===== config.mk =====
export PLATFORM = sky130hd
export DESIGN_NAME = adc_serial_ctl
export DESIGN_NICKNAME = d
export VERILOG_FILES = /design/src/verilog/adc_ctl_pkg.sv /design/src/verilog/sample_if.sv /design/src/verilog/conv_timer.sv /design/src/verilog/adc_serial_ctl.sv
export SDC_FILE = /design/constraint.sdc
export NUM_CORES = 1
export LEC_CHECK = 0
export ABC_AREA = 1
export BUFFER_PORTS_ARGS = -buffer_cell sky130_fd_sc_hd__buf_2
export CORE_ASPECT_RATIO = 0.6
export CORE_MARGIN = 5
export CORE_UTILIZATION = 40
export CTS_CLUSTER_DIAMETER = 100
export CTS_CLUSTER_SIZE = 12
export DETAILED_ROUTE_END_ITERATION = 8
export SYNTH_ARGS = -nofsm -noshare
export SYNTH_HDL_FRONTEND = slang
export SYNTH_HIERARCHICAL = 1
export SYNTH_SLANG_ARGS = --single-unit

===== constraint.sdc =====
create_clock -name clk -period 4 [get_ports clk]
set_clock_uncertainty 0.2 [all_clocks]
set_input_delay 0.8 -clock clk [delete_from_list [all_inputs] [get_ports clk]]
set_output_delay 0.8 -clock clk [all_outputs]
set_load 0.005 [all_outputs]

===== src/verilog/adc_ctl_pkg.sv =====
package adc_ctl_pkg;
    // ---------------------------------------------------------------
    // register pointers and layout
    // ---------------------------------------------------------------
    localparam logic [1:0] PTR_RESULT = 2'h0;
    localparam logic [1:0] PTR_CONFIG = 2'h1;
    localparam logic [15:0] RESULT_RESET = 16'h0000;
    localparam logic [15:0] CONFIG_RESET = 16'h058b;
    localparam int START_BIT = 15;
    localparam int PAIR_HI = 14;
    localparam int PAIR_LO = 12;
    localparam int GAIN_HI = 11;
    localparam int GAIN_LO = 9;
    localparam int MODE_BIT = 8;
    localparam int RATE_HI = 7;
    localparam int RATE_LO = 5;
    localparam int RSVD4_BIT = 4;
    localparam int PULLUP_BIT = 3;
    localparam int KEY_HI = 2;
    localparam int KEY_LO = 1;
    localparam int RSVD0_BIT = 0;
    localparam logic [1:0] KEY_VALID = 2'h1;
    localparam logic [2:0] GAIN_LOWEST = 3'h6;
    localparam logic [2:0] GAIN_UNDOC = 3'h7;
    // ---------------------------------------------------------------
    // timing
    // ---------------------------------------------------------------
    localparam int CLK_HZ = 40_000_000;
    localparam int TIMEOUT_MS = 28;
    localparam int TIMEOUT_CYC = TIMEOUT_MS * (CLK_HZ / 1000);
    localparam int FRAME_SHORT = 16;
    localparam int FRAME_LONG = 32;
    // sample period in clk cycles per rate code (6.25 to 1000 SPS)
    function automatic int rate_period(input logic [2:0] code);
        unique case (code)
            3'h0: rate_period = CLK_HZ / 625 * 100;
            3'h1: rate_period = CLK_HZ * 2 / 25;
            3'h2: rate_period = CLK_HZ / 25;
            3'h3: rate_period = CLK_HZ / 50;
            3'h4: rate_period = CLK_HZ / 100;
            3'h5: rate_period = CLK_HZ / 250;
            3'h6: rate_period = CLK_HZ / 500;
            default: rate_period = CLK_HZ / 1000;
        endcase
    endfunction : rate_period
endpackage : adc_ctl_pkg


===== src/verilog/sample_if.sv =====
`timescale 1ns/1ps
// conversion request and result between control and converter timer
interface sample_if;
    logic start;
    logic [2:0] rate;
    logic [15:0] sample;
    logic busy;
    logic done;
    logic [15:0] data;
    modport ctl (output start, output rate, output sample,
                 input busy, input done, input data);
    modport conv (input start, input rate, input sample,
                  output busy, output done, output data);
endinterface : sample_if


===== src/verilog/conv_timer.sv =====
`timescale 1ns/1ps
module conv_timer
    import adc_ctl_pkg::*;
#(
    parameter int DIV = 1 // shrinks conversion time in simulation
) (
    input wire logic clk,  // system clock
    input wire logic rst_n, // sync reset
    input wire logic ce,   // clock enable
    input wire logic [31:0] scale, // sample period override, 0 = rate
    sample_if.conv sif     // converter side
);
    // refuse a divider that would make the period zero or negative
    if (DIV < 1) begin : g_bad_div
        $error("conv_timer: DIV must be positive");
    end

    logic [31:0] cnt, next_cnt;
    logic busy_q, next_busy;
    logic done_q, next_done;
    logic [15:0] data_q, next_data;

    // count one sample period, then present the front-end sample
    always_comb begin
        next_cnt = cnt;
        next_busy = busy_q;
        next_done = 1'b0;
        next_data = data_q;
        if (!busy_q && sif.start) begin
            next_busy = 1'b1;
            next_cnt = (scale != 32'h0000_0000) ? scale :
                32'(rate_period(sif.rate) / DIV);
        end else if (busy_q) begin
            if (cnt <= 32'h0000_0001) begin
                next_busy = 1'b0;
                next_done = 1'b1;
                next_data = sif.sample;
            end else begin
                next_cnt = cnt - 32'h0000_0001;
            end
        end
    end

    always_ff @(posedge clk) begin
        if (!rst_n) begin
            cnt <= 32'h0000_0000;
            busy_q <= 1'b0;
            done_q <= 1'b0;
            data_q <= RESULT_RESET;
        end else if (ce) begin
            cnt <= next_cnt;
            busy_q <= next_busy;
            done_q <= next_done;
            data_q <= next_data;
        end
    end

    assign sif.busy = busy_q;
    assign sif.done = done_q;
    assign sif.data = data_q;
endmodule : conv_timer


===== src/verilog/adc_serial_ctl.sv =====
`timescale 1ns/1ps
// Operation
// - result reads zero after reset until first conversion ends
// - result register is 16 bits, read only, never host written
// - start bit starts one conversion only when powered down
// - start bit always reads back as zero
// - three bit input pair select, default code zero
// - three bit gain select, default code two
// - mode bit: zero continuous, one single shot, resets to one
// - three bit rate select, default code four
// - reserved bits ignore writes, bit zero reads one
// - chip select high: pull up if enabled, else float
// - configuration updates only when write key equals 01
// - configuration resets to 058B; pointer 1 config, 0 result
// - mode 1: shift out on rising, sample on falling edge
// - clock low beyond 28 ms resets the serial interface
// - result out msb first while config word shifts in
// - 16 or 32 clock frames, second half echoes config
// - chip select high resets interface and releases output
// - output low while a fresh unread result waits
module adc_serial_ctl
    import adc_ctl_pkg::*;
#(
    parameter int TIMEOUT = TIMEOUT_CYC, // low clock timeout, cycles
    parameter int CONV_DIV = 1           // conversion time divider
) (
    input wire logic clk,            // system clock, 40 MHz
    input wire logic rst_n,          // sync reset, active low
    input wire logic ce,             // clock enable
    input wire logic sclk,           // serial clock pin
    input wire logic cs_n,           // chip select pin, active low
    input wire logic din,            // serial data in pin
    input wire logic [15:0] sample,  // front-end conversion code
    output logic data_out_ready_n,   // data out / ready pin value
    output logic data_out_oe_n,      // low while pin driven
    output logic pullup_on,          // weak pull-up connected
    output logic [2:0] input_pair_select, // front-end input pair
    output logic [2:0] gain_range_select, // effective gain code
    output logic converting          // conversion in progress
);
    // the low clock counter needs at least two cycles to compare against
    if (TIMEOUT < 2) begin : g_bad_timeout
        $error("adc_serial_ctl: TIMEOUT too small");
    end

    // ---------------------------------------------------------------
    // pin synchronisers and edge detect
    // ---------------------------------------------------------------
    logic [1:0] sclk_s, cs_s, din_s;
    logic sclk_d;
    logic rise, fall, sel;
    always_ff @(posedge clk) begin
        if (!rst_n) begin
            sclk_s <= 2'h0;
            cs_s <= 2'h3;
            din_s <= 2'h0;
            sclk_d <= 1'b0;
        end else if (ce) begin
            sclk_s <= {sclk_s[0], sclk};
            cs_s <= {cs_s[0], cs_n};
            din_s <= {din_s[0], din};
            sclk_d <= sclk_s[1];
        end
    end
    assign sel = !cs_s[1];
    assign rise = sel && sclk_s[1] && !sclk_d;
    assign fall = sel && !sclk_s[1] && sclk_d;

    // ---------------------------------------------------------------
    // converter timer
    // ---------------------------------------------------------------
    sample_if sif ();
    conv_timer #(.DIV(CONV_DIV)) u_conv (
        .clk(clk),
        .rst_n(rst_n),
        .ce(ce),
        .scale(32'h0000_0000),
        .sif(sif)
    );

    // ---------------------------------------------------------------
    // registers and serial engine
    // ---------------------------------------------------------------
    logic [15:0] result, next_result;
    logic [15:0] cfg, next_cfg;
    logic [15:0] shreg, next_shreg;
    logic [15:0] inreg, next_inreg;
    logic [15:0] echo, next_echo;
    logic [5:0] bitn, next_bitn;
    logic [31:0] lowcnt, next_lowcnt;
    logic fresh, next_fresh;
    logic start_req, next_start_req;
    logic dout, next_dout;
    logic oe_n, next_oe_n;

    // readback view: start bit zero, bit 0 one, bit 4 zero
    function automatic logic [15:0] cfg_view(input logic [15:0] c);
        logic [15:0] v;
        v = c;
        v[START_BIT] = 1'b0;
        v[RSVD4_BIT] = 1'b0;
        v[RSVD0_BIT] = 1'b1;
        return v;
    endfunction : cfg_view

    always_comb begin
        next_result = result;
        next_cfg = cfg;
        next_shreg = shreg;
        next_inreg = inreg;
        next_echo = echo;
        next_bitn = bitn;
        next_lowcnt = lowcnt;
        next_fresh = fresh;
        next_start_req = 1'b0;
        next_dout = dout;
        next_oe_n = oe_n;
        // conversion done loads the result and marks it fresh
        if (sif.done) begin
            next_result = sif.data;
            next_fresh = 1'b1;
        end
        // continuous mode keeps converting; single shot idles
        if (!cfg[MODE_BIT] && !sif.busy && !sif.done) begin
            next_start_req = 1'b1;
        end
        if (!sel) begin
            // deselect resets the interface and releases the pin
            next_bitn = 6'h00;
            next_lowcnt = 32'h0000_0000;
            next_oe_n = 1'b1;
            next_dout = 1'b1;
        end else begin
            next_oe_n = 1'b0;
            if (bitn == 6'h00 && !rise) begin
                next_dout = !fresh;
                next_shreg = result; // lock current result
            end
            if (sclk_s[1] || bitn == 6'h00) begin
                next_lowcnt = 32'h0000_0000;
            end else if (lowcnt >= 32'(TIMEOUT - 1)) begin
                next_bitn = 6'h00;
                next_lowcnt = 32'h0000_0000;
            end else begin
                next_lowcnt = lowcnt + 32'h0000_0001;
            end
            if (rise) begin
                // rising edge presents next bit msb first
                if (bitn < 6'(FRAME_SHORT)) begin
                    next_dout = shreg[15];
                    next_shreg = {shreg[14:0], 1'b0};
                    if (bitn == 6'h00) begin
                        next_fresh = sif.done;
                    end
                end else if (bitn < 6'(FRAME_LONG)) begin
                    next_dout = echo[15];
                    next_echo = {echo[14:0], 1'b0};
                end else begin
                    next_dout = 1'b1;
                end
                next_bitn = (bitn < 6'(FRAME_LONG)) ? bitn + 6'h01 : bitn;
            end
            if (fall && bitn <= 6'(FRAME_SHORT) && bitn != 6'h00) begin
                next_inreg = {inreg[14:0], din_s[1]};
                if (bitn == 6'(FRAME_SHORT)) begin
                    next_echo = cfg_view({inreg[14:0], din_s[1]});
                    if ({inreg[KEY_HI-1:KEY_LO-1]} == KEY_VALID) begin
                        next_cfg = {inreg[14:0], din_s[1]};
                        next_cfg[START_BIT] = 1'b0;
                        next_start_req = inreg[START_BIT-1]
                            && cfg[MODE_BIT] && !sif.busy;
                    end else begin
                        next_echo = cfg_view(cfg);
                    end
                end
            end
        end
    end

    always_ff @(posedge clk) begin
        if (!rst_n) begin
            result <= RESULT_RESET;
            cfg <= CONFIG_RESET;
            shreg <= RESULT_RESET;
            inreg <= 16'h0000;
            echo <= CONFIG_RESET;
            bitn <= 6'h00;
            lowcnt <= 32'h0000_0000;
            fresh <= 1'b0;
            start_req <= 1'b0;
            dout <= 1'b1;
            oe_n <= 1'b1;
        end else if (ce) begin
            result <= next_result;
            cfg <= next_cfg;
            shreg <= next_shreg;
            inreg <= next_inreg;
            echo <= next_echo;
            bitn <= next_bitn;
            lowcnt <= next_lowcnt;
            fresh <= next_fresh;
            start_req <= next_start_req;
            dout <= next_dout;
            oe_n <= next_oe_n;
        end
    end

    assign sif.start = start_req;
    assign sif.rate = cfg[RATE_HI:RATE_LO];
    assign sif.sample = sample;

    // ---------------------------------------------------------------
    // registered outputs
    // ---------------------------------------------------------------
    always_ff @(posedge clk) begin
        if (!rst_n) begin
            data_out_ready_n <= 1'b1;
            data_out_oe_n <= 1'b1;
            pullup_on <= 1'b1;
            input_pair_select <= CONFIG_RESET[PAIR_HI:PAIR_LO];
            gain_range_select <= CONFIG_RESET[GAIN_HI:GAIN_LO];
            converting <= 1'b0;
        end else if (ce) begin
            data_out_ready_n <= dout;
            data_out_oe_n <= oe_n;
            pullup_on <= oe_n && cfg[PULLUP_BIT];
            input_pair_select <= cfg[PAIR_HI:PAIR_LO];
            gain_range_select <= (cfg[GAIN_HI:GAIN_LO] == GAIN_UNDOC) ?
                GAIN_LOWEST : cfg[GAIN_HI:GAIN_LO];
            converting <= sif.busy;
        end
    end

    // ---------------------------------------------------------------
    // checks
    // ---------------------------------------------------------------
    key_gate_a: assert property (@(posedge clk) disable iff (!rst_n)
        (cfg != $past(cfg)) |-> ($past(fall)
            && $past(inreg[KEY_HI-1:KEY_LO-1]) == KEY_VALID))
        else $error("config changed without valid key");
    // echo is shifted later, so check it only where it is loaded
    start_reads_a: assert property (@(posedge clk) disable iff (!rst_n)
        (ce && fall && bitn == 6'(FRAME_SHORT)) |=>
            (echo[START_BIT] == 1'b0 && echo[RSVD4_BIT] == 1'b0))
        else $error("start bit read back as one");
    bit0_one_a: assert property (@(posedge clk) disable iff (!rst_n)
        (ce && fall && bitn == 6'(FRAME_SHORT)) |=> echo[RSVD0_BIT] == 1'b1)
        else $error("reserved bit zero not one");
    deselect_a: assert property (@(posedge clk) disable iff (!rst_n)
        (!sel && ce) |=> ##1 data_out_oe_n)
        else $error("pin driven while deselected");
    pullup_a: assert property (@(posedge clk) disable iff (!rst_n)
        (pullup_on |-> data_out_oe_n))
        else $error("pull-up while driving");
    gain_a: assert property (@(posedge clk) disable iff (!rst_n)
        gain_range_select != GAIN_UNDOC)
        else $error("undocumented gain code passed on");
    result_a: assert property (@(posedge clk) disable iff (!rst_n)
        (result != $past(result)) |-> $past(sif.done))
        else $error("result changed without conversion");
    oneshot_a: assert property (@(posedge clk) disable iff (!rst_n)
        (sif.done && cfg[MODE_BIT] && ce) |=> !start_req)
        else $error("single shot restarted by itself");
endmodule : adc_serial_ctl


==> impl_summary.txt <==
----------------------------------------------------
[Run status]
  Status ... finished clean

[Placed design]
  Half-perimeter wire length after placement ... 18000 um
  Port-buffer cells ... 31
  Gp weighted congestion ... just over 0.9
  Cells after DPL ... 1840

[STA]
  Setup repair after global routing missed its margin ... false
  Min cycle time layout ... approximately 2900 ps
  Highest attainable clock frequency ... 347 MHz
  Total negative slack ... 0 ps
  Final count of hold timing violations ... 0
  Period utilization ... between 70% and 80%
  Final-report setup violation count ... 0
  Remaining max-slew budget at the tightest pin ... 35.5%
  Transition time at the pin with the least slew margin ... about 960 ps
  Final Slew Violations ... 0

[Clocking]
  Resized cells post-CTS ... 0
  Post-CTS setup repair buffer count ... 0
  Clk_lat worst skew ... approximately 440 ps
  Clock net sink count ... around 190
  TritonCTS Buffers ... 17
  CTS max path bufs ... 2
  Clk slew on worst S/H paths ... 70 ps
  TritonCTS clock tree ... yes
  Root buffer cell ... sky130_fd_sc_hd__clkbuf_16
  CTS Hold Bufs ... 0
  H-tree lvl count ... 4

[Global route]
  First-pass GRT wire length ... about 42000 um
  Congestion Overflow GR ... 0
  Overall global routing resource usage ... between 10% and 20%
  Met2 demand-to-capacity share in global routing ... 24.6%
  Initial antenna violation count ... 0
  GR peak layer ... met1
  Met3 track utilization from global routing ... 4.18%
  Maximum number of pins on one net before global-route repair ... 132
  Met1 layer usage reported by global route ... 31.1%
  Number of global-route vias before repair ... 8098

[Route]
  Total DRC errors in the routed layout ... 0
  Starting DRT DRC Count ... 870
  Detail-routed via count per cell ... 4.92
  Avg WL per Cell ... 13.7 um
  Total detailed-routing wirelength ... 25700 um
  Remaining antenna violation count after routing ... 0
  Detailed-router iteration count before antenna repair ... 5
  Routed via count ... 9214

[Yosys]
  Sequential area share after synthesis ... between 30% and 40%
  Netlist area before placement ... roughly 9600 sq um
  Unique cell type count in the Yosys netlist ... 44
  Async SR Flop Fraction ... 0%
  Instance count of the mapped netlist ... between 1000 and 1500
  Avg Synthesized Cell Area ... between 6 and 7 sq um
  Number of enable-type register cells in the synthesized netlist ... 0
  Primary flip-flop cell chosen by synthesis mapping ... sky130_fd_sc_hd__dfxtp_1
  Syn. warnings ... 6
  Total of flip-flops plus latches after synthesis ... 185

[Finish]
  Core utilization of the finished layout ... between 40% and 50%
  Final cell count without fillers ... 1871
  Layout cells sized above 1 ... 7.55%
  Layout Nets ... ~1600
  Antenna Cells ... 0
  Layout area overhead ... 11.5%

[Pwr]
  Leak pwr ... 4.50 nW
  Power share of the combinational group ... 18.1%
  Switching share of power ... 30.8%
  Share of total power in the clock network ... 37.2%
  Power spent charging and discharging nets ... 1.34 mW
  Peak supply drop ... 0.290 mV
  Power density over the cells ... 403 nW/um^2
  Design internal power ... between 3 and 4 mW
  Register share of total power ... between 40 and 50%

[Setup path]
  FF-to-FF path depth ... 10
  Startpoint of the worst register-to-register path ... bitn[0]
  Peak fanout along the critical path ... 20
  Crit path launch type ... flip-flop
  Required time worst endpoint ... about 4200 ps
  Worst flop-to-flop path endpoint ... echo[12]
  Type of the worst setup path ... flip-flop to flip-flop
  Worst setup EP type ... flip-flop
  Register-to-register setup slack ... 1120 ps
  Worst Path Arrival ... 3050 ps

[Floorplanning]
  Floorplan Core Area ... around 24000 sq um
  Die height ... 130 um
  Width of the die ... 210 um
  Std cell rows ... 44
  Area of the die ... 27400 sq um
  Number of top-level pins ... 32
  Initial core utilization ... 40.3%

[Min path]
  Class of the tightest hold or removal check ... flip-flop to flip-flop
  Beginning of the worst hold path ... lowcnt[27]
  End of the worst hold path ... lowcnt[27]
  Min-Delay Path Depth ... 2

[Job]
  Max cap viols ... 0

----------------------------------------------------
==> cells by family after synthesis <==
group           Yosys count  synth area share, %
flops                   185                 38.4
buf+inv                 229                 9.52
fa+ha+maj                 5                0.649
compound gates          297                 16.8
xor+xnor                 25                 2.27
simple gates            745                 32.3
mux                       1                0.104
other cells               1               0.0389
==> routing by layer <==
metal,routed length (um),vias up
met2,9220,248
met4,189,0
li1,-,4840
met1,14400,4108
met5,0,-
met3,1830,18
==> final cells by class <==
cell class                      count  area [sq um]
Timing Repair Buffer               43           260
Multi-Input combinational cell   1123          5210
Fill cell                        2513         13200
Inverter                          167           628
Sequential cell                   185          3700
Clock buffer                       22           484
Tap cell                          322           403
Clock inverter                      9          68.8
==> registers in the layout (all words and copies together), names as in the netlist, 2 cells and up <==
register,count
din_s,2
cs_s,2
lowcnt,32
bitn,6
u_conv/cnt,32
echo,16
result,16
gain_range_select,3
inreg,15
shreg,16
sclk_s,2
cfg,13
input_pair_select,3
u_conv/sif.data,16
==> cells in the final DEF, fill, tap and decap left out, drive strengths merged, types with 8 or more instances in the layout <==
cell	netlist	layout
o211ai	8	8
conb	1	50
nor2	272	272
o21ai	158	158
clkbuf	41	22
clkinv	1	8
buf	21	43
nand4	14	14
dfxtp	185	185
xnor2	8	8
a21oi	92	92
inv	166	166
a211oi	19	19
nor3	22	22
nand3	106	106
nand2	325	325
xor2	17	17
==> Yosys cell counts, types with 2 or more instances <==
library cell / number / share of area (%)
sky130_fd_sc_hd__buf_2: 10 / 0.52
sky130_fd_sc_hd__xnor2_1: 8 / 0.73
sky130_fd_sc_hd__a211oi_1: 19 / 1.5
sky130_fd_sc_hd__buf_1: 3 / 0.12
sky130_fd_sc_hd__a31oi_1: 6 / 0.39
sky130_fd_sc_hd__o21ai_2: 3 / 0.27
sky130_fd_sc_hd__a21oi_1: 89 / 4.6
sky130_fd_sc_hd__o21a_1: 2 / 0.16
sky130_fd_sc_hd__nor3_2: 2 / 0.21
sky130_fd_sc_hd__nor2_1: 261 / 10
sky130_fd_sc_hd__nand2_2: 7 / 0.45
sky130_fd_sc_hd__ha_1: 5 / 0.65
sky130_fd_sc_hd__inv_1: 156 / 6.1
sky130_fd_sc_hd__and2_1: 2 / 0.13
sky130_fd_sc_hd__o21ai_0: 138 / 7.2
sky130_fd_sc_hd__buf_4: 4 / 0.31
sky130_fd_sc_hd__o21ai_1: 17 / 0.88
sky130_fd_sc_hd__nor2_2: 8 / 0.52
sky130_fd_sc_hd__a21oi_2: 3 / 0.27
sky130_fd_sc_hd__nor2_4: 3 / 0.35
sky130_fd_sc_hd__o211ai_1: 8 / 0.62
sky130_fd_sc_hd__inv_2: 10 / 0.39
sky130_fd_sc_hd__clkbuf_1: 41 / 1.6
sky130_fd_sc_hd__nand3_2: 3 / 0.31
sky130_fd_sc_hd__o21bai_1: 6 / 0.47
sky130_fd_sc_hd__xor2_1: 17 / 1.5
sky130_fd_sc_hd__nor3_1: 19 / 0.99
sky130_fd_sc_hd__o31ai_1: 2 / 0.16
sky130_fd_sc_hd__o22ai_1: 2 / 0.13
sky130_fd_sc_hd__or2_2: 2 / 0.13
sky130_fd_sc_hd__nand4_1: 14 / 0.91
sky130_fd_sc_hd__buf_6: 4 / 0.47
sky130_fd_sc_hd__nand2_1: 317 / 12
sky130_fd_sc_hd__nand3_1: 103 / 5.3
sky130_fd_sc_hd__dfxtp_1: 185 / 38
==> stage by stage <==
stage	power (mW)	cell area, sq um	hold slack, ps	worst slack, ps
floorplan	2.54	9830	215	2010
global placement	2.74	10200	227	1110
detailed placement	2.74	10200	229	1130
CTS	4.34	10800	241	1120
global route	4.55	10800	256	784
finish	4.34	10800	238	1120
==> power by group through the flow <==
stage	clock network, mW	registers [mW]	logic, mW
after CTS	1.64	1.94	0.762
after detailed placement	0	1.98	0.758
final	1.61	1.94	0.784
after global routing	1.72	1.95	0.884
after global placement	0	1.98	0.756
after floorplan	0	1.97	0.576
==> worst max-delay path by stage <==
stage	slack, ps	cells past startpoint	start	endpoint
floorplan	2010	7	ce	lowcnt[12]
global placement	1110	10	bitn[0]	echo[9]
detailed placement	1130	10	bitn[0]	echo[9]
CTS	1120	10	bitn[0]	echo[12]
global route	780	10	bitn[0]	echo[12]
finish	1120	10	bitn[0]	echo[12]
==> worst max-delay path, cell delays in order (launching register included) <==
cell	delay [ps]
sky130_fd_sc_hd__dfxtp_1	330
sky130_fd_sc_hd__inv_1	120
sky130_fd_sc_hd__ha_1	180
sky130_fd_sc_hd__nand2_1	90
sky130_fd_sc_hd__nor2_4	140
sky130_fd_sc_hd__nand2_2	120
sky130_fd_sc_hd__inv_1	110
sky130_fd_sc_hd__nand3_1	520
sky130_fd_sc_hd__a21oi_2	730
sky130_fd_sc_hd__nand2_1	110
sky130_fd_sc_hd__a21oi_1	160
No activity file was read; power rests on OpenSTA's default activity.
